`src/verilog/pd_filter_pkg.sv`:
```
// Behaviour
// - A source-only port sends source capabilities and handles request and sink capabilities, a sink-only port sends request and sink capabilities and handles source capabilities, and each drops what its role lacks.
// - A dual-role power port both sends and handles source and sink capabilities, overriding the single-role settings.
// - Sources and sinks send and handle test messages, while a cable plug handles them but never sends one.
// - Without modal operation a downstream port may send discover identity and drops received discovery commands,
// an upstream port answers or negatively acknowledges discover identity and negatively acknowledges the rest,
// and a cable plug answers discover identity, negatively acknowledges discovery, enter and exit commands and drops attention.
// - Modal operation support overrides the plain downstream, upstream and cable plug settings for vendor commands.
// - With modal operation only a downstream port sends discovery, enter mode and exit mode commands.
// - With modal operation only an upstream port or a cable plug answers discovery, enter mode and exit mode commands.
// - An upstream port that is the power source may send discover identity, and otherwise an upstream port sends only attention.
// - A port using the high-speed lanes with power-role swap accepts a supply-swap request, other ports refuse it, and cable plugs neither send nor handle it.
// - A message not supported by the role is never sent and is dropped with no reply when received.
// - A received message marked for refusal is answered with a refusal message.
// - A received vendor command marked for negative acknowledgement gets a responder negative acknowledgement.
// - Drop, refusal and negative acknowledgement apply only in the ready state, and elsewhere an unexpected message is a protocol error.
package pd_filter_pkg;

  typedef enum logic [3:0] {
    msg_source_caps,
    msg_request,
    msg_bist,
    msg_sink_caps,
    msg_vconn_swap,
    msg_data_swap,
    msg_disc_identity,
    msg_disc_svids,
    msg_disc_modes,
    msg_enter_mode,
    msg_exit_mode,
    msg_attention
  } msg_kind_e;

  typedef enum logic {
    dir_rx,
    dir_tx
  } msg_dir_e;

  typedef enum logic [2:0] {
    act_none,
    act_handle,
    act_drop_silently,
    act_refuse_reply,
    act_negative_ack_reply,
    act_protocol_error,
    act_send,
    act_block
  } verdict_e;

  typedef struct packed {
    logic is_source;
    logic dual_power;
    logic is_dfp;
    logic dual_data;
    logic cable_plug;
    logic modal;
    logic vconn_swap_ok;
    logic ufp_answers_disc;
    logic dfp_takes_attention;
  } port_role_s;

  typedef struct packed {
    logic      valid;
    msg_dir_e  dir;
    msg_kind_e kind;
    logic      pe_ready;
  } msg_query_s;

  typedef struct packed {
    logic      valid;
    msg_dir_e  dir;
    msg_kind_e kind;
    verdict_e  action;
  } verdict_s;

  localparam verdict_s VERDICT_RESET = '{valid: 1'b0, dir: dir_rx, kind: msg_source_caps,
                                         action: act_none};

  // Discovery, enter and exit commands share one treatment
  function automatic logic is_mode_cmd(input msg_kind_e k);
    return (k == msg_disc_svids) || (k == msg_disc_modes) ||
           (k == msg_enter_mode) || (k == msg_exit_mode);
  endfunction

  function automatic logic is_vdm(input msg_kind_e k);
    return is_mode_cmd(k) || (k == msg_disc_identity) || (k == msg_attention);
  endfunction

endpackage

```
`src/verilog/tx_permit_lut.sv`:
```
`timescale 1ns/1ps
module tx_permit_lut
  import pd_filter_pkg::*;
(
  // Lookup
  input  wire pd_filter_pkg::msg_kind_e  kind,
  input  wire pd_filter_pkg::port_role_s role,
  output logic                           permit
);
  import pd_filter_pkg::*;

  logic sink_now;
  logic src_side;
  logic snk_side;

  always_comb begin
    sink_now = !role.is_source;
    src_side = role.is_source || role.dual_power;
    snk_side = sink_now || role.dual_power;
    permit   = 1'b0;
    if (!role.cable_plug) begin
      unique case (kind)
        msg_source_caps:   permit = src_side;
        msg_request:       permit = sink_now;
        msg_sink_caps:     permit = snk_side;
        msg_bist:          permit = 1'b1;
        msg_vconn_swap:    permit = 1'b1;
        msg_data_swap:     permit = role.dual_data;
        msg_disc_identity: permit = role.is_dfp || role.is_source;
        msg_disc_svids,
        msg_disc_modes,
        msg_enter_mode,
        msg_exit_mode:     permit = role.is_dfp && role.modal;
        msg_attention:     permit = !role.is_dfp;
        // Unused codes are never allowed out
        default:           permit = 1'b0;
      endcase
    end
  end

endmodule

```
`src/verilog/pd_message_support_filter.sv`:
```
`timescale 1ns/1ps
module pd_message_support_filter
  import pd_filter_pkg::*;
(
  // Clock and reset
  input  wire logic                       core_clk,
  input  wire logic                       rst_n,
  // Port roles from the protocol engine
  input  wire pd_filter_pkg::port_role_s  role,
  // Message query
  input  wire pd_filter_pkg::msg_query_s  query,
  // Decision
  output pd_filter_pkg::verdict_s         verdict
);
  import pd_filter_pkg::*;

  typedef struct packed {
    verdict_s out;
  } filter_state_s;

  filter_state_s state_reg;
  filter_state_s state_next;
  logic          tx_ok;
  verdict_e      rx_act;

  ////////////////////////////////////////////////////////////////////////////
  // Transmit table
  tx_permit_lut u_tx_lut (
    .kind   (query.kind),
    .role   (role),
    .permit (tx_ok)
  );

  ////////////////////////////////////////////////////////////////////////////
  // Receive table
  function automatic verdict_e rx_lookup(input msg_kind_e k, input port_role_s r);
    verdict_e a;
    a = act_drop_silently;
    if (r.cable_plug) begin
      if (k == msg_bist || k == msg_disc_identity) begin
        a = act_handle;
      end else if (is_mode_cmd(k)) begin
        a = r.modal ? act_handle : act_negative_ack_reply;
      end
    end else begin
      unique case (k)
        msg_source_caps: begin
          a = (!r.is_source || r.dual_power) ? act_handle : act_drop_silently;
        end
        msg_request: begin
          a = r.is_source ? act_handle : act_drop_silently;
        end
        msg_sink_caps: begin
          a = (r.is_source || r.dual_power) ? act_handle : act_drop_silently;
        end
        msg_bist: begin
          a = act_handle;
        end
        msg_vconn_swap: begin
          a = r.vconn_swap_ok ? act_handle : act_refuse_reply;
        end
        msg_data_swap: begin
          a = r.dual_data ? act_handle : act_refuse_reply;
        end
        msg_disc_identity: begin
          if (r.is_dfp) begin
            a = act_drop_silently;
          end else if (r.modal || r.ufp_answers_disc) begin
            a = act_handle;
          end else begin
            a = act_negative_ack_reply;
          end
        end
        msg_disc_svids,
        msg_disc_modes,
        msg_enter_mode,
        msg_exit_mode: begin
          if (r.is_dfp) begin
            a = act_drop_silently;
          end else begin
            a = r.modal ? act_handle : act_negative_ack_reply;
          end
        end
        msg_attention: begin
          if (r.is_dfp) begin
            a = r.dfp_takes_attention ? act_handle : act_drop_silently;
          end else begin
            a = act_negative_ack_reply;
          end
        end
        // Unused codes are treated as unsupported
        default: begin
          a = act_drop_silently;
        end
      endcase
    end
    return a;
  endfunction

  ////////////////////////////////////////////////////////////////////////////
  // Decision register
  always_comb begin
    rx_act             = rx_lookup(query.kind, role);
    state_next         = state_reg;
    state_next.out     = VERDICT_RESET;
    if (query.valid) begin
      state_next.out.valid = 1'b1;
      state_next.out.dir   = query.dir;
      state_next.out.kind  = query.kind;
      if (query.dir == dir_tx) begin
        state_next.out.action = tx_ok ? act_send : act_block;
      end else if (rx_act != act_handle && !query.pe_ready) begin
        state_next.out.action = act_protocol_error;
      end else begin
        state_next.out.action = rx_act;
      end
    end
  end

  always_ff @(posedge core_clk or negedge rst_n) begin
    if (!rst_n) begin
      state_reg <= '{out: VERDICT_RESET};
    end else begin
      state_reg <= state_next;
    end
  end

  assign verdict = state_reg.out;

  ////////////////////////////////////////////////////////////////////////////
  // Checks
  cable_no_send_a: assert property (
    @(posedge core_clk) disable iff (!rst_n)
    (query.valid && query.dir == dir_tx && role.cable_plug)
      |=> (verdict.valid && verdict.action == act_block))
    else $error("cable plug allowed to originate a message");

  one_clock_answer_a: assert property (
    @(posedge core_clk) disable iff (!rst_n)
    query.valid |=> (verdict.valid && verdict.kind == $past(query.kind) &&
                     verdict.dir == $past(query.dir)))
    else $error("verdict not produced one clock after query");

  no_query_idle_a: assert property (
    @(posedge core_clk) disable iff (!rst_n)
    !query.valid |=> (!verdict.valid && verdict.action == act_none))
    else $error("verdict without a query");

  sink_src_caps_a: assert property (
    @(posedge core_clk) disable iff (!rst_n)
    (query.valid && query.dir == dir_rx && query.kind == msg_source_caps &&
     query.pe_ready && !role.cable_plug && !role.is_source)
      |=> verdict.action == act_handle)
    else $error("sink failed to handle source capabilities");

  dual_snk_caps_a: assert property (
    @(posedge core_clk) disable iff (!rst_n)
    (query.valid && query.dir == dir_tx && query.kind == msg_sink_caps &&
     !role.cable_plug && role.dual_power)
      |=> verdict.action == act_send)
    else $error("dual-role port blocked from sending sink capabilities");

  modal_dfp_only_a: assert property (
    @(posedge core_clk) disable iff (!rst_n)
    (query.valid && query.dir == dir_tx && is_mode_cmd(query.kind) &&
     !(role.is_dfp && role.modal && !role.cable_plug))
      |=> verdict.action == act_block)
    else $error("mode command sent by a port that is not a modal downstream port");

  modal_answer_a: assert property (
    @(posedge core_clk) disable iff (!rst_n)
    (query.valid && query.dir == dir_rx && is_mode_cmd(query.kind) &&
     role.modal && (role.cable_plug || !role.is_dfp))
      |=> verdict.action == act_handle)
    else $error("modal responder did not handle a mode command");

  vconn_refuse_a: assert property (
    @(posedge core_clk) disable iff (!rst_n)
    (query.valid && query.dir == dir_rx && query.kind == msg_vconn_swap &&
     query.pe_ready && !role.cable_plug && !role.vconn_swap_ok)
      |=> verdict.action == act_refuse_reply)
    else $error("supply swap not refused");

  nak_nonmodal_a: assert property (
    @(posedge core_clk) disable iff (!rst_n)
    (query.valid && query.dir == dir_rx && is_mode_cmd(query.kind) &&
     query.pe_ready && !role.modal && (role.cable_plug || !role.is_dfp))
      |=> verdict.action == act_negative_ack_reply)
    else $error("mode command not negatively acknowledged");

  busy_error_a: assert property (
    @(posedge core_clk) disable iff (!rst_n)
    (query.valid && query.dir == dir_rx && !query.pe_ready)
      |=> (verdict.action inside {act_handle, act_protocol_error}))
    else $error("reply treatment applied outside the ready state");

  ufp_send_a: assert property (
    @(posedge core_clk) disable iff (!rst_n)
    (query.valid && query.dir == dir_tx && query.kind == msg_disc_identity &&
     !role.is_dfp && !role.is_source)
      |=> verdict.action == act_block)
    else $error("sinking upstream port allowed discover identity");

  tx_two_outcomes_a: assert property (
    @(posedge core_clk) disable iff (!rst_n)
    (query.valid && query.dir == dir_tx)
      |=> (verdict.action inside {act_send, act_block}))
    else $error("transmit query given a receive treatment");

  ready_no_error_a: assert property (
    @(posedge core_clk) disable iff (!rst_n)
    (query.valid && query.dir == dir_rx && query.pe_ready)
      |=> (verdict.action inside {act_handle, act_drop_silently, act_refuse_reply,
                                  act_negative_ack_reply}))
    else $error("ready-state message given a transmit or error treatment");

  data_swap_refuse_a: assert property (
    @(posedge core_clk) disable iff (!rst_n)
    (query.valid && query.dir == dir_rx && query.kind == msg_data_swap &&
     query.pe_ready && !role.cable_plug && !role.dual_data)
      |=> verdict.action == act_refuse_reply)
    else $error("data swap not refused by a single-role data port");

  cable_vconn_drop_a: assert property (
    @(posedge core_clk) disable iff (!rst_n)
    (query.valid && query.dir == dir_rx && query.kind == msg_vconn_swap &&
     query.pe_ready && role.cable_plug)
      |=> verdict.action == act_drop_silently)
    else $error("cable plug answered a supply swap");

endmodule

```
`config.mk`:
```
export PLATFORM = sky130hd
export DESIGN_NAME = pd_message_support_filter
export DESIGN_NICKNAME = d
export VERILOG_FILES = /design/src/verilog/pd_filter_pkg.sv /design/src/verilog/tx_permit_lut.sv /design/src/verilog/pd_message_support_filter.sv
export SDC_FILE = /design/constraint.sdc
export NUM_CORES = 1
export LEC_CHECK = 0
export BUFFER_PORTS_ARGS = -buffer_cell sky130_fd_sc_hd__buf_2
export CORE_MARGIN = 4
export CORE_UTILIZATION = 52
export DETAILED_ROUTE_END_ITERATION = 10
export PLACE_DENSITY = 0.83
export SYNTH_ARGS = -nofsm -noshare
export SYNTH_HDL_FRONTEND = slang
export SYNTH_SLANG_ARGS = --single-unit
export TNS_END_PERCENT = 5
```
`constraint.sdc`:
```
create_clock -name core_clk -period 0.8 [get_ports core_clk]
set_input_delay 0.2 -clock core_clk [delete_from_list [all_inputs] [get_ports core_clk]]
set_output_delay 0.2 -clock core_clk [all_outputs]
set_load 0.05 [all_outputs]
```
# After elaboration in Yosys (flattened, before gate mapping)
# Index checks and enable logic that the tools add are counted.
[op_classes]
n_addsub = 0
n_mul = 0
div_mod_pow = 0
n_lt_le_gt_ge = 0
n_eq_ne = 12
shift = 0
mux = 21
n_bitwise = 0
n_reduce_logical = 16
[op_table]
columns = ["cell", "n"]
rows = [
  ["$mux W3", 10],
  ["$pmux W3 S9", 1],
  ["$eq A4 B3 Y1 const B", 4],
  ["$eq A4 B4 Y1 const B", 4],
  ["$mux W2", 6],
  ["$mux W9", 1],
  ["$eq A4 B2 Y1 const B", 2],
  ["$logic_or A1 B1 Y1", 8],
  ["$pmux W1 S8", 1],
  ["$eq A4 B1 Y1 const B", 1],
  ["$logic_not A4 Y1", 1],
  ["$reduce_or A4 Y1", 1],
  ["$logic_not A1 Y1", 3],
  ["$ne A3 B1 Y1 const B", 1],
  ["$logic_and A1 B1 Y1", 2],
  ["$mux W1", 2],
  ["$reduce_or A2 Y1", 1],
]
[totals]
regBits = 9
latch_bits = 0
mem_bits_rw = 0
mem_bits_ro = 0
inputBits = 18
output_inout_bits = 9
n_memories = 0

# Longest topological paths before layout
# Gate-level depths: netlist (run 1).
[depth]
word_depth = 12
depth_mapped = 7
ltp_nobuf = 5

# Hierarchy
# Synthesis (run 1) repeated with hierarchy kept, for this count alone.
[unflattened]
hier_cells = 88
area_unflattened_um2 = 711.9
[modules_own_cells]
columns = ["mod", "instances", "cells_each", "area_per_inst_um2"]
rows = [
  ["pd_message_support_filter", 1, 73, 619.3],
  ["tx_permit_lut", 1, 15, 92.6],
]

# Worst setup path before layout (run 1)
# Ideal clock, no wire load.
[synth_path]
path_type = "input to register"
start = "in query[1] in the netlist's numbering"
end = "reg state_reg, in the netlist verdict[0]"
arrival_time_ns = 1.145
required_time_ns = 0.674
setup_slack_ns = -0.471
path_stages = 7
cell_sequence = "buf_6 -> buf_6 -> o211ai_1 -> o31ai_1 -> a22oi_1 -> a32oi_1 -> o311a_1"
[synth_rtl]
columns = ["item", "line", "text"]
rows = [
  ["start: declaration", "pd_message_support_filter.sv:11", "input wire pd_filter_pkg::msg_query_s query,"],
  ["end signal: assignment", "pd_message_support_filter.sv:122", "state_reg <= '{out: VERDICT_RESET};"],
  ["end signal: assignment", "pd_message_support_filter.sv:124", "state_reg <= state_next;"],
  ["end: declaration", "pd_message_support_filter.sv:21", "filter_state_s state_reg;"],
]

==> summary.md, run 1 <==
| Metric | Value |
|---|---|
| Status | `finished, violations left` |
| Failing checks | `negative setup slack` |
| Setup Slack @ Placement | `-731 ps` |
| Gr usage total | `around two fifths` |
| Post-synth EDFFs | `0` |
| Async set-reset flop share out of synthesis | `100%` |
| WL per Instance | `between 20 and 30 um` |
| Startpoint class of the critical path | `primary input` |
| Tightest hold margin | `109 ps` |
| Syn_nets | `approximately 110` |
| DRC | `0` |
| Clk pwr share | `roughly 24%` |
| Internal Dissipation | `0.00100 W` |
| Most common cell after layout, fill and taps aside | `buf_4` |
| Max_cap viols | `0` |
| Static Leak | `approximately 0.61 nW` |
| Largest net degree at the start of global routing | `14` |
| Endpoint class of the critical path | `register` |
| Nets | `between 150 and 200` |
| CTS tree | `built` |
| Rel. slew slack | `between 70% and 80%` |
| First-pass GRT wire length | `5640 um` |
| RSZ-0062 raised after global routing | `true` |
| Detailed Route WL | `roughly 4300 um` |
| Clock buffer count from CTS | `3` |
| HP Class | `in2reg` |
| Largest family of logic cells by synthesized area | `simple AND/OR/NAND/NOR gates` |
| Core Box Area | `0.00137 mm2` |
| Yosys warns | `0` |
| Combinational share of power | `between 40 and 50%` |
| Cell area after synthesis | `785 um2` |
| Worst Tran Pin Value | `322 ps` |
| Avg Vias per Cell | `roughly 7.6` |
| Final count of negative-setup-slack endpoints | `12` |
| Clk slew on worst S/H paths | `~80 ps` |
| Xor/xnor share of the synthesized area | `0%` |
| Maximum vdd drop | `between 0.0008 and 0.0009 V` |
| Root Driver | `clkbuf_4` |
| I/O pin total | `27` |
| RePlAce Congestion | `between 0.8 and 0.9` |
| Mapped Avg Cell Area | `just under 9 um2` |
| Antenna Violating Nets Remaining | `0` |
| Crit path from | `query[1]` |
| Multi-input combinational cell area | `roughly 530 um2` |
| Setup CP Type | `in2reg` |
| Fin. max-slew vios | `0` |
| Synth Register Bits | `9` |
| FMAX | `between 700 and 800 MHz` |
| Switching Share | `a little under 40%` |
| Crit-path max FO | `8` |
| Sequential share of the synthesized area | `between 20 and 30%` |
| Clock Sink Count | `9` |
| PwrDens | `roughly 1300 mW/mm2` |
| Die Ht | `approximately 47 um` |
| PnR worst setup slack | `-556 ps` |
| First-pass detailed-route iteration total | `5` |
| Layout Cells excl Fill | `about 160` |
| Min-delay src | `query[6]` |
| CP required | `960 ps` |
| Total gr overflow | `0` |
| Post-DP HPWL | `roughly 1800 um` |
| Adder-Cell Fraction of Synth Area | `0%` |
| Vias in the first global route | `~1100` |
| Synth Instances | `90` |
| Max FFs per register | `9` |
| Minimum clock period | `1360 ps` |
| Cells after DPL | `147` |
| Fillers | `35` |
| PortBufs | `26` |
| Iteration-0 DRC Markers | `168` |
| Die ar. | `0.00219 mm2` |
| Post-synthesis mux area share | `roughly 2.6%` |
| Critical path arrival | `1520 ps` |
| Chip width | `about 47 um` |
| CTS H-tree depth | `1` |
| Endpoints failing hold | `0` |
| Post-synth top flop | `dfrtp_1` |
| Std-Cell Rows | `13` |
| Register Area | `225 um2` |
| # diodes | `0` |
| Final period utilization | `169%` |
| Initial antenna violation count | `0` |
| Share of cells above drive strength 1 | `between 50% and 60%` |
| Simple-gate share of the synthesized area | `30.3%` |
| Net Switching | `~0.00063 W` |
| Tot Pwr | `approximately 0.0016 W` |
| Compound-Gate Fraction of Synth Area | `around 28%` |
| Sequential cell fraction of total power | `30.5%` |
| Max Buffers Root-to-Sink | `2` |
| Via count | `around 1200` |
| Synth unique cells | `39` |
| Most frequent cells in the layout | `buf_4, buf_6, buf_2` |
| Layout area overhead | `65.9%` |
| Starting Density | `57.4%` |
-- area by class of cell --
type	count	area share, %
multi-input cells	70	40.8
inverters	4	1.15
clock buffers	4	2.02
well taps	15	1.44
repair buffers	54	37.3
flip-flops and latches	9	17.3
-- metrics by stage --
step | util, % | TNS, ps | instance area [um2]
5_1_grt | 95.2 | -3630 | 1300
6_report | 95.2 | -3470 | 1300
2_1_floorplan | - | -1290 | 785
3_3_place_gp | 75.9 | -1920 | 1040
3_5_place_dp | 75.9 | -2230 | 1040
4_1_cts | 91.8 | -2730 | 1250
-- synthesized netlist by cell type (all sizes together), types with 3 or more instances --
cell type  instances  area [um2]
dfrtp              9         225
a21oi              8        40.0
buf                6        55.1
nor2               5        18.8
nor3               5        25.0
and2               4        25.0
inv                4        15.0
nand2              4        15.0
nand3              4        20.0
a31oi              3        18.8
and2b              3        23.8
-- what timing repair did --
item / 4_1_cts / 5_1_grt
hold endpoints to repair: 9 / 0
buffers inserted: 3 / 0
pin swaps: 14 / 3
setup endpoints to repair: 12 / 12
gates cloned: 1 / 0
resized for setup: 39 / 10
hold buffers: 1 / 0
-- cell families after synthesis --
logic type / Yosys count
DFF: 9
AOI/OAI and AO/OA: 30
and+or+nand+nor: 38
muxes: 2
buffers and inverters: 11
-- layer usage --
metal / part of all wire (%) / global-route usage (%)
met1: 31 / 42.4
met2: 43 / 65.3
met3: 15 / 6.90
met4: 12 / 27.1
met5: 0 / 0
-- worst max-delay path: stages --
cell     delay, ps
buf_12         120
buf_6          120
nor4b_4        330
o31ai_2         90
a32oi_1        320
nor3_1         100
nor3_1         240
-- power by group through the flow --
stage	Sequential (W)	Clock (W)	Combinational [W]
finish	0.000499	0.000399	0.000738
global route	0.000501	0.000434	0.000756
CTS	0.000497	0.000367	0.000631
detailed placement	0.000498	0	0.000526
global placement	0.000496	0	0.000507
floorplan	0.000599	0	0.000216
-- final timing paths --
path                               to  cells past startpoint
max in group asynchronous  verdict[2]                      2
hold / removal             verdict[8]                      1
setup / recovery           verdict[2]                      7
min in group asynchronous  verdict[5]                      2
(Power assumes the default switching activity.)
==> run 2: changes to the inputs <==
Settings changed: ABC_AREA from default to 1, CORE_UTILIZATION 52 to 51, PLACE_DENSITY 0.83 to 0.84.
==> summary.md, run 2 <==
| Metric | Value |
|---|---|
| Clk slew on worst S/H paths | `70 ps` |
| Minimum clock period | `~1100 ps` |
| Core Box Area | `between 0.001 and 0.0015 mm2` |
| Cell area after placement | `around 980 um2` |
| # diodes | `0` |
| Synth Instances | `120` |
| CP dominant cell by count | `a21oi_2` |
| PwrDens | `1300 mW/mm2` |
| Static Leak | `0.665 nW` |
| Chip width | `45.4 um` |
| Synth Register Bits | `9` |
| Most frequent cell after synthesis | `nand2_1` |
| Starting Density | `a little over half` |
| Synth top area share | `31.6%` |
| Commonest cells post-synth | `nand2_1, inv_1, nor2_1` |
| Layout area overhead | `66.5%` |
| Area leader, netlist | `dfrtp_1` |
| Setup CP Type | `in2reg` |
| WL per Instance | `between 20 and 25 um` |
| Fin util | `between 90 and 100%` |
| Initial antenna violation count | `0` |
| Vias in the first global route | `just over 900` |
| Clock buffer count from CTS | `3` |
| Fillers | `54` |
| Failing checks | `negative setup slack` |
| Clock Sink Count | `9` |
| Root Driver | `clkbuf_4` |
| Status | `finished, violations left` |
| Adder-Cell Fraction of Synth Area | `0%` |
| Die ar. | `roughly 0.002 mm2` |
| Xor/xnor share of the synthesized area | `0%` |
| Gr usage total | `28.0%` |
| RSZ-0062 raised after global routing | `true` |
| Critical path arrival | `between 1000 and 1500 ps` |
| Synth top area cells | `dfrtp_1, nand2_1, inv_1` |
| RePlAce Congestion | `between 0.9 and 1` |
| Final count of negative-setup-slack endpoints | `12` |
| FMAX | `roughly 900 MHz` |
| CTS H-tree depth | `1` |
| Compound-Gate Fraction of Synth Area | `between 10% and 20%` |
| Post-synth top flop | `dfrtp_1` |
| Yosys warns | `0` |
| Final period utilization | `138%` |
| Antenna Violating Nets Remaining | `0` |
| Cell area after synthesis | `713 um2` |
| Crit-path max FO | `6` |
| Worst Tran Pin Value | `305 ps` |
| Endpoint class of the critical path | `register` |
| Mapped Avg Cell Area | `around 6 um2` |
| Post-DP HPWL | `~1800 um` |
| CTS tree | `built` |
| Setup Slack @ Placement | `-567 ps` |
| Worst Path Buf+Inv | `2` |
| Async set-reset flop share out of synthesis | `100%` |
| Cell breakdown of the critical path | `buf_12, inv_4, nand2_4, nor2_2, nand2_1, nand3_1, a21oi_2, and2_1, a21oi_2` |
| Most frequent cells in the layout | `nand2_1, inv_1, nor2_1` |
| Total gr overflow | `0` |
| Most common cell after layout, fill and taps aside | `nand2_1` |
| Crit-path slowest cell | `and2_1` |
| Largest net degree at the start of global routing | `10` |
| Die Ht | `around 45 um` |
| Detailed Route WL | `~3500 um` |
| Avg Vias per Cell | `roughly 6` |
| Max_cap viols | `0` |
| Max FFs per register | `9` |
| Startpoint class of the critical path | `primary input` |
| Via count | `1069` |
| Iteration-0 DRC Markers | `approximately 140` |
| Max stage delay on crit path | `170 ps` |
| Maximum vdd drop | `between 0.0009 and 0.001 V` |
| Max Buffers Root-to-Sink | `2` |
| Post-synth EDFFs | `0` |
| DRC | `0` |
| Nets | `177` |
| Endpoints failing hold | `0` |
| CP top delay family | `simple AND/OR/NAND/NOR gates` |
| HP Class | `in2reg` |
| PnR worst setup slack | `-307 ps` |
| Share of cells above drive strength 1 | `around 40%` |
| First-pass GRT wire length | `slightly above 4000 um` |
| Largest family of logic cells by synthesized area | `simple AND/OR/NAND/NOR gates` |
| First-pass detailed-route iteration total | `5` |
| # Post-CTS Setup Buffers | `0` |
| Fin. max-slew vios | `0` |
| Post-route cell area | `roughly 0.0012 mm2` |
| Post-synthesis mux area share | `0%` |
| Simple-gate share of the synthesized area | `44.2%` |
| Tot Pwr | `~0.0015 W` |
| I/O pin total | `27` |
| Synth unique cells | `21` |
| Std-Cell Rows | `13` |
| CP required | `1000 ps` |
| Syn_nets | `138` |
| PortBufs | `26` |
| Rel. slew slack | `between 70% and 80%` |
| Sequential share of the synthesized area | `between 30% and 40%` |
-- run 2: cell count changes after synthesis, moves of 5 or more --
cell	before	now
a21oi_1	8	2
inv_1	4	19
nand2_1	4	30
nand3_1	4	13
nor2_1	5	19
o21ai_0	0	5
o21ai_1	0	5
-- run 2: final timing paths --
path / to / cells after the start / slack, ps / from
max in group asynchronous: verdict[7] / 2 / 250 / rst_n
setup / recovery: verdict[2] / 9 / -310 / query[3]
min in group asynchronous: verdict[5] / 2 / 370 / rst_n
hold / removal: verdict[8] / 1 / 140 / query[6]
-- run 2: logic make-up after synthesis --
logic type             Yosys count
AOI/OAI and AO/OA               15
and+or+nand+nor                 72
DFF                              9
buffers and inverters           24
-- run 2: timing repair --
action / CTS / global route
hold buffers: 1 / 0
pin swaps: 4 / 6
endpoints found under the setup margin: 12 / 12
hold endpoints to repair: 9 / 0
gates resized for setup: 32 / 16
-- run 2: where the power goes --
part | leakage [nW] | internal (W) | switching (W)
Combinational | 0.536 | 0.000235 | 0.000417
Sequential | 0.113 | 0.000483 | 0.0000174
Clock | 0.0150 | 0.000194 | 0.000195
Total | 0.665 | 0.000912 | 0.000629
-- run 2: stage by stage --
step	setup TNS, ps	instances	hold slack, ps
after global routing	-3010	173	134
after CTS	-2160	173	149
final	-2810	173	144
after floorplan	-439	120	-95.6
after global placement	-1380	168	48.7
after detailed placement	-1570	168	51.0
-- run 2: final cells by class --
type / instances / area, um2 / area share (%)
inverter: 23 / 96.3 / 8.11
timing repair buffer: 35 / 303 / 25.5
sequential: 9 / 225 / 19.0
tap: 15 / 18.8 / 1.58
multi-input combinational: 87 / 518 / 43.6
clock buffer: 4 / 26.3 / 2.21
-- run 2: routing by layer --
| layer | global-route usage, % | part of all wire (%) |
|---|---|---|
| met1 | 28.1 | 33 |
| met2 | 51.3 | 46 |
| met5 | 0 | 0 |
| met3 | 6.32 | 13 |
| met4 | 16.4 | 7.9 |
==> run 3: changes to the inputs <==
Settings changed: RECOVER_POWER from default to 100.
==> summary.md, run 3 (synthesized netlist as in run 2, its figures left out) <==
| Metric | Value |
|---|---|
| Status | `finished, violations left` |
| Failing checks | `negative setup slack` |
| I/O pin total | `27` |
| Std-Cell Rows | `13` |
| Most common cell after layout, fill and taps aside | `nand2_1` |
| Clock buffer count from CTS | `3` |
| Iteration-0 DRC Markers | `138` |
| Layout Cells excl Fill | `~170` |
| Fillers | `54` |
| Endpoint class of the critical path | `register` |
| CP required | `1000 ps` |
| RSZ-0062 raised after global routing | `true` |
| Worst Tran Pin Value | `305 ps` |
| Setup CP Type | `in2reg` |
| # diodes | `0` |
| Combinational share of power | `42.2%` |
| Detailed Route WL | `about 3500 um` |
| Static Leak | `~0.66 nW` |
| Die Ht | `approximately 45 um` |
| Max Buffers Root-to-Sink | `2` |
| Share of cells above drive strength 1 | `41.1%` |
| Minimum clock period | `between 1000 and 1500 ps` |
| Antenna Violating Nets Remaining | `0` |
| Avg Vias per Cell | `a little over 6` |
| Initial antenna violation count | `0` |
| Critical path arrival | `1300 ps` |
| Core Box Area | `around 0.0013 mm2` |
| Largest net degree at the start of global routing | `10` |
| Total gr overflow | `0` |
| Internal Dissipation | `just over 0.0009 W` |
| Vias in the first global route | `between 900 and 1000` |
| Clk slew on worst S/H paths | `about 70 ps` |
| Rel. slew slack | `about four fifths` |
| Via count | `between 1000 and 1500` |
| DRC | `0` |
| First-pass GRT wire length | `a little over 4000 um` |
| Clk pwr share | `between 20% and 30%` |
| Clock Sink Count | `9` |
| First-pass detailed-route iteration total | `5` |
| Starting Density | `54.8%` |
| Hold path cells | `1` |
| Final period utilization | `137%` |
| Crit-path max FO | `6` |
| Cell area after placement | `about 1000 um2` |
| Cells after DPL | `about 170` |
| Post-DP HPWL | `approximately 1800 um` |
| Most frequent cells in the layout | `nand2_1, inv_1, nor2_1` |
| CTS H-tree depth | `1` |
| # Post-CTS Setup Buffers | `0` |
| Maximum vdd drop | `slightly below 0.001 V` |
| Fin. max-slew vios | `0` |
| PortBufs | `26` |
| HP Class | `in2reg` |
| Multi-input combinational cell area | `about 520 um2` |
| CTS tree | `built` |
| PnR worst setup slack | `-300 ps` |
| Register Area | `225 um2` |
| Endpoints failing hold | `0` |
| Post-route cell area | `0.00119 mm2` |
| RePlAce Congestion | `approximately 0.99` |
| Switching Share | `a little over 40%` |
| Die ar. | `a little over 0.002 mm2` |
| Net Switching | `about 0.00063 W` |
| Chip width | `between 40 and 50 um` |
| Final count of negative-setup-slack endpoints | `12` |
| PwrDens | `~1300 mW/mm2` |
| Layout area overhead | `66.5%` |
| Sequential cell fraction of total power | `32.5%` |
| Startpoint class of the critical path | `primary input` |
| Nets | `177` |
| Max FFs per register | `9` |
| WL per Instance | `20.4 um` |
| Max_cap viols | `0` |
| Root Driver | `clkbuf_4` |
| Gr usage total | `28.0%` |
| FMAX | `~900 MHz` |
## run 3: changes by cell type in the layout (fill, tap and decap cells not counted), sizes merged
cell	change
buf	-1
clkbuf	+1
## run 3: power by group through the flow
stage | Sequential, W | Clock [W] | Combinational (W)
after floorplan | 0.000603 | 0 | 0.000200
after global placement | 0.000497 | 0 | 0.000476
after detailed placement | 0.000499 | 0 | 0.000492
after CTS | 0.000498 | 0.000350 | 0.000558
after global routing | 0.000501 | 0.000411 | 0.000679
final | 0.000501 | 0.000388 | 0.000650
## run 3: what timing repair did
action / in CTS / in global routing
endpoints found under the hold margin: 9 / 0
gates cloned: 0 / 0
hold buffers: 1 / 0
resized for setup: 32 / 16
endpoints found under the setup margin: 12 / 12
pin swaps: 4 / 6
## run 3: layer usage
| layer | wire (um) | vias to the layer above | GRT usage [%] |
|---|---|---|---|
| met3 | 431 | 38 | 6.32 |
| met2 | 1650 | 114 | 51.3 |
| met4 | 258 | 0 | 16.4 |
| met1 | 1180 | 468 | 28.1 |
| met5 | 0 | - | 0 |
| li1 | - | 452 | - |
## run 3: path summary, 6_finish.rpt
path	slack, ps	from	to
setup / recovery	-300	query[3]	verdict[2]
hold / removal	150	query[6]	verdict[8]
max in group asynchronous	230	rst_n	verdict[2]
min in group asynchronous	380	rst_n	verdict[5]
## run 3: layout make-up
class / instances / share of cell area, %
multi-input combinational: 87 / 43.6
timing repair buffer: 35 / 25.5
sequential: 9 / 19.0
inverter: 23 / 8.11
clock buffer: 4 / 2.21
tap: 15 / 1.58
## run 3: metrics by stage
step                util [%]  worst slack, ps  hold slack [ps]  setup TNS, ps  power, W
floorplan                  -             -182            -95.6           -439  0.000803
global placement        75.7             -486             48.7          -1380  0.000973
detailed placement      75.7             -567             51.0          -1570  0.000991
CTS                     86.3             -198              149          -2160   0.00141
global route            91.3             -357              134          -3010   0.00159
finish                  91.3             -300              146          -2800   0.00154
## run 3: critical path, cell delays in order
cell and delay [ps]:
buf_12 120, inv_4 80, nand2_4 70, nor2_2 150, nand2_1 120, nand3_1 150, a21oi_2 90, and2_1 170
a21oi_2 160
